--- src/include/rsp_pkg.sv ---
// package for the radio serial command and interrupt port
// assumes a 250 MHz system clock and a serial clock sampled as a plain input
//
// Summary of operation
// [RQ1] device is slave only; shifts on the host's serial clock up to 16 MHz
// [RQ2] select falling edge starts a new command frame
// [RQ3] data output is undriven while select is high
// [RQ4] host waits 100 us after wake-up select edge before first clock edge
// [RQ5] busy line is used and at least one pin carries interrupts
// [RQ6] opcode 08 loads enable mask then routing masks for pins a, b, c
// [RQ7] opcode 12 returns the current interrupt flags
// [RQ8] opcode 02 clears flags given by a 16-bit mask; cleared flags release pins
// [RQ9] opcode 9D with enable turns pin b into antenna switch control
// [RQ10] opcode 97 takes supply level and 24-bit timeout; pin c drives oscillator supply
// [RQ11] antenna switch pin is 1 in transmit, 0 in receive
// [RQ12] host sends opcode then parameters msb first in one frame, after busy low
// [RQ13] each pin asserts while any enabled and routed flag is set; pins b and c follow antenna switch and osc supply when enabled
package rsp_pkg;
  localparam logic [7:0] OP_SET_ROUTING   = 8'h08;
  localparam logic [7:0] OP_READ_FLAGS    = 8'h12;
  localparam logic [7:0] OP_CLEAR_FLAGS   = 8'h02;
  localparam logic [7:0] OP_ANTENNA_SW    = 8'h9D;
  localparam logic [7:0] OP_OSC_SUPPLY    = 8'h97;
  localparam logic [15:0] MASK_RESET      = 16'h0000;
  localparam logic [2:0] OSC_LEVEL_RESET  = 3'h0;
  localparam logic [23:0] OSC_TIMEOUT_RESET = 24'h000000;
  // byte counts of each command, opcode included
  localparam logic [3:0] LEN_SET_ROUTING  = 4'h9;
  localparam logic [3:0] LEN_READ_FLAGS   = 4'h3;
  localparam logic [3:0] LEN_CLEAR_FLAGS  = 4'h3;
  localparam logic [3:0] LEN_ANTENNA_SW   = 4'h2;
  localparam logic [3:0] LEN_OSC_SUPPLY   = 4'h5;
  localparam int WAKE_SETUP_US = 100;
  localparam int CLK_MHZ = 250;
  localparam int WAKE_SETUP_CYC = WAKE_SETUP_US * CLK_MHZ;
endpackage

--- src/rtl/rsp_port.sv ---
// serial command slave with interrupt flags and pin routing
// assumes host is spi mode 0 master; serial pins are asynchronous to CLK_IN
`timescale 1ns/10ps
module rsp_port
  import rsp_pkg::*;
(
  input  wire logic        CLK_IN,        // 250 MHz clock
  input  wire logic        RST_IN,        // sync reset, high
  input  wire logic        SCK_IN,        // serial clock from host
  input  wire logic        SEL_N_IN,      // frame select, low active
  input  wire logic        MOSI_IN,       // serial data in
  output logic             MISO_OUT,      // serial data out
  output logic             MISO_OE_OUT,   // high while driving data out
  output logic             BUSY_OUT,      // command being applied
  input  wire logic [15:0] EVENT_IN,      // one-cycle event pulses
  input  wire logic        TX_MODE_IN,    // radio in transmit
  output logic             IRQ_LINE_A_OUT, // pin a
  output logic             IRQ_LINE_B_OUT, // pin b, or antenna switch
  output logic             IRQ_LINE_C_OUT, // pin c, or oscillator supply
  output logic [2:0]       OSC_LEVEL_OUT, // oscillator supply level
  output logic [23:0]      OSC_TIMEOUT_OUT // oscillator start timeout
);
  ////////////////////////////////////////////////////////////////////////////
  logic sck_s, sel_n_s, mosi_s;
  logic sel_act_s;
  rsp_sync u_sck  (.clk_in(CLK_IN), .rst_in(RST_IN), .d_in(SCK_IN),   .q_out(sck_s));
  // select synchronised active high so reset leaves the port deselected, no false frame
  rsp_sync u_sel  (.clk_in(CLK_IN), .rst_in(RST_IN), .d_in(~SEL_N_IN), .q_out(sel_act_s));
  assign sel_n_s = ~sel_act_s;
  rsp_sync u_mosi (.clk_in(CLK_IN), .rst_in(RST_IN), .d_in(MOSI_IN),  .q_out(mosi_s));

  typedef enum logic [2:0] {
    ST_IDLE = 3'b001,
    ST_SHIFT = 3'b010,
    ST_APPLY = 3'b100
  } rsp_state_t;

  logic sck_p_q, sel_p_q;
  logic rise, fall, sel_fall, sel_rise;
  // 4 ns sampling of a 62.5 ns clock gives ample margin for edge finding
  assign rise     = sck_s & ~sck_p_q;           // RQ1
  assign fall     = ~sck_s & sck_p_q;
  assign sel_fall = ~sel_n_s & sel_p_q;         // RQ2
  assign sel_rise = sel_n_s & ~sel_p_q;

  rsp_state_t  st_q, st_d;
  logic [2:0]  bit_q, bit_d;
  logic [3:0]  byte_q, byte_d;
  logic [7:0]  sh_q, sh_d;
  logic [7:0]  op_q, op_d;
  logic [7:0]  tx_q, tx_d;
  logic [63:0] par_q, par_d;
  logic [15:0] glob_q, glob_d, ma_q, ma_d, mb_q, mb_d, mc_q, mc_d;
  logic [15:0] flag_q, flag_d;
  logic        ant_q, ant_d, oscen_q, oscen_d;
  logic [2:0]  lvl_q, lvl_d;
  logic [23:0] tmo_q, tmo_d;
  logic        miso_q, miso_d;

  ////////////////////////////////////////////////////////////////////////////
  always_comb begin
    st_d = st_q;
    bit_d = bit_q;
    byte_d = byte_q;
    sh_d = sh_q;
    op_d = op_q;
    tx_d = tx_q;
    par_d = par_q;
    glob_d = glob_q;
    ma_d = ma_q;
    mb_d = mb_q;
    mc_d = mc_q;
    ant_d = ant_q;
    oscen_d = oscen_q;
    lvl_d = lvl_q;
    tmo_d = tmo_q;
    miso_d = miso_q;
    flag_d = flag_q | EVENT_IN;
    case (st_q)
      ST_IDLE: begin
        if (sel_fall) begin                           // RQ2
          st_d = ST_SHIFT;
          bit_d = 3'h0;
          byte_d = 4'h0;
          tx_d = 8'h00;
          miso_d = 1'b0;
        end
      end
      ST_SHIFT: begin
        if (sel_rise) begin
          st_d = ST_APPLY;
        end else if (rise) begin                      // RQ12
          sh_d = {sh_q[6:0], mosi_s};
          bit_d = bit_q + 3'h1;
          if (bit_q == 3'h7) begin
            byte_d = (byte_q == 4'hF) ? byte_q : byte_q + 4'h1;
            if (byte_q == 4'h0) begin
              op_d = {sh_q[6:0], mosi_s};
            end else if (byte_q < LEN_SET_ROUTING) begin
              par_d = {par_q[55:0], sh_q[6:0], mosi_s};
            end
            // read reply: status byte, then flags high, then flags low
            if (op_d == OP_READ_FLAGS && byte_q == 4'h0) begin // RQ7
              tx_d = flag_q[15:8];
            end else if (op_q == OP_READ_FLAGS && byte_q == 4'h1) begin
              tx_d = flag_q[7:0];
            end else begin
              tx_d = 8'h00;
            end
          end else begin
            tx_d = {tx_q[6:0], 1'b0};
          end
        end else if (fall) begin
          miso_d = tx_q[7];
        end
      end
      ST_APPLY: begin
        st_d = ST_IDLE;
        if (op_q == OP_SET_ROUTING && byte_q == LEN_SET_ROUTING) begin // RQ6
          glob_d = par_q[63:48];
          ma_d = par_q[47:32];
          mb_d = par_q[31:16];
          mc_d = par_q[15:0];
        end
        if (op_q == OP_CLEAR_FLAGS && byte_q == LEN_CLEAR_FLAGS) begin // RQ8
          flag_d = (flag_q & ~par_q[15:0]) | EVENT_IN;
        end
        if (op_q == OP_ANTENNA_SW && byte_q == LEN_ANTENNA_SW) begin   // RQ9
          ant_d = par_q[0];
        end
        if (op_q == OP_OSC_SUPPLY && byte_q == LEN_OSC_SUPPLY) begin   // RQ10
          oscen_d = 1'b1;
          lvl_d = par_q[26:24];
          tmo_d = par_q[23:0];
        end
      end
      default: st_d = ST_IDLE;
    endcase
  end

  always_ff @(posedge CLK_IN) begin
    if (RST_IN) begin
      st_q <= ST_IDLE;
      sck_p_q <= 1'b0;
      sel_p_q <= 1'b1;
      bit_q <= 3'h0;
      byte_q <= 4'h0;
      sh_q <= 8'h00;
      op_q <= 8'h00;
      tx_q <= 8'h00;
      par_q <= 64'h0;
      glob_q <= MASK_RESET;
      ma_q <= MASK_RESET;
      mb_q <= MASK_RESET;
      mc_q <= MASK_RESET;
      flag_q <= 16'h0000;
      ant_q <= 1'b0;
      oscen_q <= 1'b0;
      lvl_q <= OSC_LEVEL_RESET;
      tmo_q <= OSC_TIMEOUT_RESET;
      miso_q <= 1'b0;
    end else begin
      st_q <= st_d;
      sck_p_q <= sck_s;
      sel_p_q <= sel_n_s;
      bit_q <= bit_d;
      byte_q <= byte_d;
      sh_q <= sh_d;
      op_q <= op_d;
      tx_q <= tx_d;
      par_q <= par_d;
      glob_q <= glob_d;
      ma_q <= ma_d;
      mb_q <= mb_d;
      mc_q <= mc_d;
      flag_q <= flag_d;
      ant_q <= ant_d;
      oscen_q <= oscen_d;
      lvl_q <= lvl_d;
      tmo_q <= tmo_d;
      miso_q <= miso_d;
    end
  end

  ////////////////////////////////////////////////////////////////////////////
  logic [15:0] live;
  logic        pin_a_q, pin_b_q, pin_c_q;
  logic        pin_a_d, pin_b_d, pin_c_d;
  assign live = flag_q & glob_q;
  always_comb begin
    pin_a_d = |(live & ma_q);                                      // RQ13 RQ5
    pin_b_d = ant_q ? TX_MODE_IN : |(live & mb_q);                 // RQ11
    pin_c_d = oscen_q ? 1'b1 : |(live & mc_q);                     // RQ10
  end
  always_ff @(posedge CLK_IN) begin
    if (RST_IN) begin
      pin_a_q <= 1'b0;
      pin_b_q <= 1'b0;
      pin_c_q <= 1'b0;
    end else begin
      pin_a_q <= pin_a_d;
      pin_b_q <= pin_b_d;
      pin_c_q <= pin_c_d;
    end
  end

  assign IRQ_LINE_A_OUT = pin_a_q;
  assign IRQ_LINE_B_OUT = pin_b_q;
  assign IRQ_LINE_C_OUT = pin_c_q;
  assign MISO_OUT       = miso_q;
  assign MISO_OE_OUT    = ~sel_n_s;                                // RQ3
  assign BUSY_OUT       = (st_q == ST_APPLY);                      // RQ5
  assign OSC_LEVEL_OUT  = lvl_q;
  assign OSC_TIMEOUT_OUT = tmo_q;

  ////////////////////////////////////////////////////////////////////////////
  property p_miso_idle;
    @(posedge CLK_IN) disable iff (RST_IN) $past(SEL_N_IN, 2) |-> !MISO_OE_OUT;
  endproperty
  a_miso_idle: assert property (p_miso_idle) else $error("data out driven while deselected"); // RQ3

  property p_frame_start;
    @(posedge CLK_IN) disable iff (RST_IN) (st_q == ST_IDLE && sel_fall) |=> st_q == ST_SHIFT;
  endproperty
  a_frame_start: assert property (p_frame_start) else $error("frame did not start"); // RQ2

  property p_routing;
    @(posedge CLK_IN) disable iff (RST_IN)
      (st_q == ST_APPLY && op_q == OP_SET_ROUTING && byte_q == LEN_SET_ROUTING)
      |=> glob_q == $past(par_q[63:48]) && mc_q == $past(par_q[15:0]);
  endproperty
  a_routing: assert property (p_routing) else $error("masks not loaded"); // RQ6

  property p_clear;
    @(posedge CLK_IN) disable iff (RST_IN)
      (st_q == ST_APPLY && op_q == OP_CLEAR_FLAGS && byte_q == LEN_CLEAR_FLAGS && EVENT_IN == 16'h0)
      |=> (flag_q & $past(par_q[15:0])) == 16'h0;
  endproperty
  a_clear: assert property (p_clear) else $error("flags not cleared"); // RQ8

  property p_antenna;
    @(posedge CLK_IN) disable iff (RST_IN) ant_q |=> IRQ_LINE_B_OUT == $past(TX_MODE_IN);
  endproperty
  a_antenna: assert property (p_antenna) else $error("antenna switch level wrong"); // RQ11

  property p_pin_a;
    @(posedge CLK_IN) disable iff (RST_IN) |(flag_q & glob_q & ma_q) |=> IRQ_LINE_A_OUT;
  endproperty
  a_pin_a: assert property (p_pin_a) else $error("pin a not asserted"); // RQ13

  property p_osc;
    @(posedge CLK_IN) disable iff (RST_IN) oscen_q |=> IRQ_LINE_C_OUT;
  endproperty
  a_osc: assert property (p_osc) else $error("oscillator supply not driven"); // RQ10

  property p_event_sticks;
    @(posedge CLK_IN) disable iff (RST_IN) EVENT_IN[0] |=> flag_q[0];
  endproperty
  a_event_sticks: assert property (p_event_sticks) else $error("event lost"); // RQ7
endmodule // rsp_port

--- src/rtl/rsp_sync.sv ---
// two-flop synchroniser for one level input
// assumes clk is the system clock; no reset on the data path needed beyond zero
`timescale 1ns/10ps
module rsp_sync (
  input  wire logic clk_in,   // system clock
  input  wire logic rst_in,   // synchronous reset
  input  wire logic d_in,     // asynchronous level
  output logic      q_out     // synchronised level
);
  logic meta_q;
  always_ff @(posedge clk_in) begin
    if (rst_in) begin
      meta_q <= 1'b0;
      q_out  <= 1'b0;
    end else begin
      meta_q <= d_in;
      q_out  <= meta_q;
    end
  end
endmodule // rsp_sync

--- config.mk ---
export PLATFORM = sky130hd
export DESIGN_NAME = rsp_port
export DESIGN_NICKNAME = d
export VERILOG_FILES = /design/src/include/rsp_pkg.sv /design/src/rtl/rsp_port.sv /design/src/rtl/rsp_sync.sv
export SDC_FILE = /design/constraint.sdc
export NUM_CORES = 1
export LEC_CHECK = 0
export BUFFER_PORTS_ARGS = -buffer_cell sky130_fd_sc_hd__buf_2
export CORE_MARGIN = 1.5
export CORE_UTILIZATION = 35
export DETAILED_ROUTE_END_ITERATION = 16
export PLACE_DENSITY = 0.53
export SLEW_MARGIN = 20
export SYNTH_ARGS = -nofsm -noshare
export SYNTH_HDL_FRONTEND = slang
export SYNTH_SLANG_ARGS = --single-unit
--- constraint.sdc ---
create_clock -name CLK_IN -period 3.85 [get_ports CLK_IN]
set_clock_uncertainty 0.2 [all_clocks]
set_input_delay 0.5775 -clock CLK_IN [delete_from_list [all_inputs] [get_ports CLK_IN]]
set_output_delay 0.5775 -clock CLK_IN [all_outputs]
set_load 0.05 [all_outputs]
==> metrics.md, run 1 <==
| Metric | Value |
|---|---|
| Outcome | `finished, final reports clean` |
| Port Buffers | `54` |
| Max-capacitance violation count | `0` |
| Area delta synth->final | `14.3%` |
| Final setup vio count | `0` |
| Largest net degree at the start of global routing | `132` |
| Diode count | `0` |
| Dpl cell area | `9080 um^2` |
| Clock slew at reported path FFs | `0.06 ns` |
| Largest area contributor in the synthesized netlist | `dfxtp_1` |
| Total chip power | `~4700 uW` |
| H-tree Lvls | `1` |
| Drt first-iter violations | `502` |
| Hold Buf Count CTS | `0` |
| Initial core utilization | `0.356` |
| Final wirelength | `between 20000 and 25000 um` |
| Hold Path Class | `in2reg` |
| Total CTS buffers | `25` |
| Distinct cells, synth | `50` |
| First-pass GRT wire length | `40000 um` |
| Fin crit period | `2.71 ns` |
| Clk sink count | `about 220` |
| RR Startpoint | `st_q[2]$_SDFFE_PP0P_` |
| Vias in the first global route | `6921` |
| Required @ worst endpoint | `3.07 ns` |
| Hold_sp | `SEL_N_IN` |
| Syn_nets | `1080` |
| CTS resizes | `0` |
| Synth top area share | `0.504` |
| R2R depth | `5` |
| Crit path kind | `reg2out` |
| Initial antenna violation count | `0` |
| CP max stage delay | `0.53 ns` |
| FF-to-FF End | `mc_q[7]$_SDFFE_PP0P_` |
| Met1 wire length | `12200 um` |
| Yosys reg bits | `218` |
| Post-DP HPWL | `15600 um` |
| Slew Viols, Final | `0` |
| Hold Fails Final Rpt | `0` |
| Most common cell after layout, fill and taps aside | `dfxtp_1` |
| Hold EP | `u_sel.meta_q$_SDFF_PP0_` |
| Total vias in the final route | `7522` |
| Root Buffer | `clkbuf_16` |
| Overflow after GRT | `0` |
| Die Width | `160 um` |
| Residual DRC | `0` |
| CP arrival | `1.93 ns` |
| Part of the cycle the worst path needs | `0.703` |
| Commonest cells after routing, fill and taps aside | `dfxtp_1 (218), nand2_1 (202), a21oi_1 (179)` |
| Reg2reg setup slack | `~1.2 ns` |
| TritonCTS clock tree | `done` |
| GR Util All Layers | `0.193` |
| Worst Tran Pin Value | `between 1 and 1.5 ns` |
| Hold path cells | `2` |
| Total negative slack | `0 ns` |
| Post-Syn Instances | `1051` |
| Post-CTS Setup Inserts | `0` |
| Hold slack final | `around 0.035 ns` |
| Max layer used | `met4` |
| Die Footprint | `~26000 um^2` |
| DIE HEIGHT | `about 160 um` |
| Mean Syn Cell Area | `8.24 um^2` |
| CP max-delay cell | `nor3b_2` |
| EDFF count, synth | `0` |
| Crit end category | `output pin` |
| Antenna Nets Post-Route | `0` |
| Highest Clock Rate | `369 MHz` |
| Io pins | `between 50 and 60` |
| Layout cells sized above 1 | `0.112` |
| Row count | `57` |
| Worst ir drop on vdd | `310 uV` |
| DR WL met3 | `1010 um` |
| Synth top area cells | `dfxtp_1 (50%), a21oi_1 (10%), nand2_1 (8.8%), nand3_1 (6.8%), o21ai_1 (3.5%)` |
| Worst path cell trace | `nor3b_2 -> buf_2` |
| Pleak | `0.00343 uW` |
| First-pass iteration count of the detailed router | `5` |
| Final #Nets | `between 1k and 1.5k` |
| RePlAce Congestion | `0.794` |
| Mapped cell area | `~8700 um^2` |
| DR WL/cell | `17.6 um` |
| WL met2 | `11300 um` |
| Core Region | `24300 um^2` |
| RSZ-0062 raised after global routing | `false` |
| Crit start category | `flip-flop` |
| Register area share after synthesis | `0.504` |
| Synth Flop Type | `dfxtp_1` |
| Final instance area | `9900 um^2` |
| Critical path fanouts, max | `11` |
| Via-per-instance ratio | `5.34` |
| Slew headroom | `0.321` |
| Ys async rst share | `0` |
| Clk buf depth | `3` |
| Pwr dens | `479 nW/um^2` |
| Synth Warn # | `0` |
| Worst-skew pair later-pin latency | `between 0.5 and 0.6 ns` |
## how the worst max path moves through the flow
stage | depth (start not counted) | from | endpoint
after floorplan | 6 | st_q[2]$_SDFFE_PP0P_ | glob_q[1]$_SDFFE_PP0P_
after global placement | 7 | byte_q[0]$_SDFFE_PP0P_ | par_q[17]$_SDFFE_PP0P_
after detailed placement | 5 | st_q[2]$_SDFFE_PP0P_ | par_q[17]$_SDFFE_PP0P_
after CTS | 2 | st_q[2]$_SDFFE_PP0P_ | BUSY_OUT
after global routing | 7 | byte_q[1]$_SDFFE_PP0P_ | mc_q[7]$_SDFFE_PP0P_
final | 2 | st_q[2]$_SDFFE_PP0P_ | BUSY_OUT
## registers in the layout (all words and copies together) (netlist names), 3 cells and up
name             count
OSC_LEVEL_OUT        3
OSC_TIMEOUT_OUT     24
bit_q                3
byte_q               4
flag_q              16
glob_q              16
ma_q                16
mb_q                16
mc_q                16
op_q                 8
par_q               64
sh_q                 7
st_q                 3
tx_q                 8
## logic make-up after synthesis
family,after synthesis,synth area share
DFF,218,0.504
AOI/OAI and AO/OA,297,0.192
and+or+nand+nor,416,0.226
adders and majority gates,7,0.0101
muxes,10,0.0116
buffers and inverters,103,0.0555
## Yosys cell counts, types with 3 or more instances
| cell | n |
|---|---|
| a21oi_1 | 179 |
| dfxtp_1 | 218 |
| o2bb2ai_1 | 8 |
| nor2b_1 | 8 |
| a311oi_1 | 16 |
| o21ai_1 | 61 |
| a21o_1 | 3 |
| nand3_1 | 118 |
| nand4_1 | 15 |
| clkbuf_1 | 47 |
| and4_1 | 4 |
| nor2_1 | 32 |
| a31oi_1 | 5 |
| nor4_1 | 7 |
| o21ai_0 | 5 |
| inv_1 | 25 |
| nand2_1 | 202 |
| buf_2 | 21 |
| o221ai_1 | 7 |
| mux2i_1 | 10 |
| ha_1 | 7 |
| nand2b_1 | 3 |
| buf_6 | 9 |
| nor4bb_1 | 3 |
## report_power, final
part | internal [uW] | switching, uW
combinational | 27.4 | 64.3
clock | 1410 | 927
sequential | 2270 | 30.3
total | 3720 | 1020
## metrics by stage
step / util / worst slack, ns / std cells
floorplan: - / 1.34 / 1051
global placement: 0.373 / 1.30 / 1364
detailed placement: 0.373 / 1.27 / 1364
CTS: 0.407 / 1.16 / 1409
global route: 0.407 / 1.01 / 1409
finish: 0.407 / 1.14 / 1409
## worst max-delay path: cells and delay by family (launching register included)
family | cells | cell delay (ns)
and+or+nand+nor | 1 | 0.53
DFF | 1 | 0.52
buffers and inverters | 1 | 0.36
## layout make-up
type	count	area, um^2
repair buffers	67	387
clock buffers	40	762
inverters	25	93.8
well taps	324	405
multi-input cells	730	3830
fillers	2453	14400
clock inverters	5	53.8
flip-flops and latches	218	4360
## layer usage
metal	vias up	GRT usage
met5	-	0
met4	0	0.0361
met3	20	0.0265
met2	152	0.297
met1	3630	0.287
li1	3720	-
(Power assumes the default switching activity.)
==> run 2, diff against run 1 <==
- PLACE_DENSITY: 0.53 -> 0.55
- clock period: 3.85 -> 2.48 ns (I/O delays scaled with it)
==> run 2 against run 1 <==
Sequential cell count stayed put. Design area is 3.6% higher. Critical path depth is 3 higher. Count of clock-buffer cells in the layout is 5 lower. Non-clock buffer count is 32 higher. Largest power group unchanged.
==> metrics.md, run 2 (synthesized netlist as in run 1, its figures left out) <==
| Metric | Value |
|---|---|
| Clk sink count | `218 (unchanged)` |
| Largest net degree at the start of global routing | `115 (-13%)` |
| Port Buffers | `54 (unchanged)` |
| Cell Count, Final, Fillers Out | `1437 (+2.0%)` |
| Core Region | `24300 um^2 (unchanged)` |
| Die Footprint | `25700 um^2 (unchanged)` |
| Root Buffer | `clkbuf_16` |
| Initial antenna violation count | `0 (unchanged)` |
| First-pass iteration count of the detailed router | `4 (-1)` |
| Reg power frac | `0.485 (about the same)` |
| Antenna Nets Post-Route | `0 (unchanged)` |
| Part of the cycle the worst path needs | `0.944` |
| Total vias in the final route | `7670 (+2.0%)` |
| Final #Nets | `1128 (+2.9%)` |
| Hold_sp | `RST_IN` |
| Via-per-instance ratio | `5.34 (about the same)` |
| DIE HEIGHT | `160 um (unchanged)` |
| Sw Ratio | `0.215 (-0.00115)` |
| Total negative slack | `0 ns (unchanged)` |
| Max FFs per register | `64 (unchanged)` |
| Die Width | `160 um (unchanged)` |
| Worst Tran Pin Value | `0.752 ns (-0.267 ns)` |
| Final Util | `0.421 (+0.0145)` |
| Crit path kind | `reg2reg` |
| Worst ir drop on vdd | `495 uV (+60%)` |
| Crit end category | `flip-flop` |
| Pleak | `0.00360 uW (+4.8%)` |
| Critical Path Start | `st_q[1]$_SDFFE_PP0P_` |
| Post-DP HPWL | `15800 um (+0.89%)` |
| Worst slack, placed | `0.158 ns (-1.11 ns)` |
| Placed cells | `1376 (+0.88%)` |
| GR Util All Layers | `0.194 (+0.00156)` |
| Area delta synth->final | `18.4%` |
| Hold Path Class | `in2reg` |
| Layout cells sized above 1 | `0.119 (+0.00705)` |
| Clk buf depth | `3 (unchanged)` |
| TritonCTS clock tree | `done` |
| Initial core utilization | `0.356 (unchanged)` |
| Critical path fanouts, max | `71 (+60)` |
| Slew Viols, Final | `0 (unchanged)` |
| Final instance area | `10200 um^2 (+3.6%)` |
| Vias in the first global route | `7185 (+3.8%)` |
| First-pass GRT wire length | `40400 um (+1.1%)` |
| Outcome | `finished, final reports clean` |
| Clock slew at reported path FFs | `0.06 ns (about the same)` |
| Row count | `57 (unchanged)` |
| Fillcell total | `2466 (+0.53%)` |
| RR Startpoint | `st_q[1]$_SDFFE_PP0P_` |
| Clock group share of total power | `0.491 (-0.003)` |
| RePlAce Congestion | `0.833 (+4.9%)` |
| Drt first-iter violations | `610 (+22%)` |
| Commonest cells after routing, fill and taps aside | `dfxtp_1 (218), nand2_1 (202), a21oi_1 (179)` |
| Pwr dens | `720 nW/um^2 (+50%)` |
| Io pins | `55 (unchanged)` |
| Psw | `1580 uW (+55%)` |
| CTS resizes | `0 (unchanged)` |
| Worst-skew pair later-pin latency | `0.52 ns (about the same)` |
| Final setup vio count | `0 (unchanged)` |
| Combinational power share | `0.024 (+0.005)` |
| Dpl cell area | `9250 um^2 (+1.9%)` |
| Final wirelength | `25200 um (+1.4%)` |
| CP arrival | `2.52 ns (+0.59 ns)` |
| Slew headroom | `0.499 (+0.178)` |
| H-tree Lvls | `1 (unchanged)` |
| Most common cell after layout, fill and taps aside | `dfxtp_1` |
| RSZ-0062 raised after global routing | `false` |
| Residual DRC | `0 (unchanged)` |
| Fin crit period | `2.34 ns` |
| Diode count | `0 (unchanged)` |
| Highest Clock Rate | `between 400 and 500 MHz` |
| Crit start category | `flip-flop` |
| Required @ worst endpoint | `2.66 ns (-0.41 ns)` |
| Top reg by flops | `par_q` |
| Hold Fails Final Rpt | `0 (unchanged)` |
| Final WS setup | `0.140 ns (-1.00 ns)` |
| P_int | `5790 uW (+56%)` |
| DR WL/cell | `17.5 um (-0.56%)` |
| Overflow after GRT | `0 (unchanged)` |
| Max-capacitance violation count | `0 (unchanged)` |
| Total CTS buffers | `25 (unchanged)` |
## run 2: worst paths after layout
kind                            slack (ns)                endpoint  cells after the start
worst max-delay path                  0.14   par_q[0]$_SDFFE_PP0P_                      5
worst max register to register        0.14   par_q[0]$_SDFFE_PP0P_                      5
worst min-delay path                  0.04      sck_p_q$_SDFF_PP0_                      2
worst min register to register        0.24  u_sel.q_out$_SDFF_PP0_                      1
## run 2: power by group through the flow
stage	registers, uW	clock network, uW	logic, uW
6_report	3570	3620	180
5_1_grt	3570	3850	199
4_1_cts	3570	3690	180
3_5_place_dp	3650	0	157
3_3_place_gp	3650	0	156
2_1_floorplan	3630	0	93.9
## run 2: final cells by class
class,count,area (um^2),share of cell area
flip-flops and latches,218,4360,0.426
multi-input cells,730,3840,0.374
repair buffers,99,749,0.0731
clock buffers,35,713,0.0696
well taps,324,405,0.0396
inverters,25,93.8,0.00916
clock inverters,6,86.3,0.00842
## run 2: layer usage
layer,track usage,up-vias,wire length (um)
met5,0,-,0
met4,0.0578,0,571
met3,0.0281,35,1170
met2,0.307,179,11400
met1,0.275,3673,12000
li1,-,3783,-
## run 2: worst max-delay path, cell delays in order (launching register included)
cell,delay (ns)
dfxtp_1,0.39
or3b_1,0.47
or3_2,0.54
buf_12,0.20
o21ai_0,0.22
a21oi_1,0.09
## run 2: per-stage QoR
stage          total power, uW  hold WS, ns
4_1_cts                   7440       0.0100
3_3_place_gp              3810        0.218
3_5_place_dp              3810        0.224
6_report                  7370       0.0355
2_1_floorplan             3720        0.214
5_1_grt                   7620       0.0360
## run 2: repair_timing
item / CTS / global route
setup endpoints to repair: 0 / 4
buffers inserted: 0 / 1
hold buffers: 19 / 0
endpoints found under the hold margin: 19 / 0
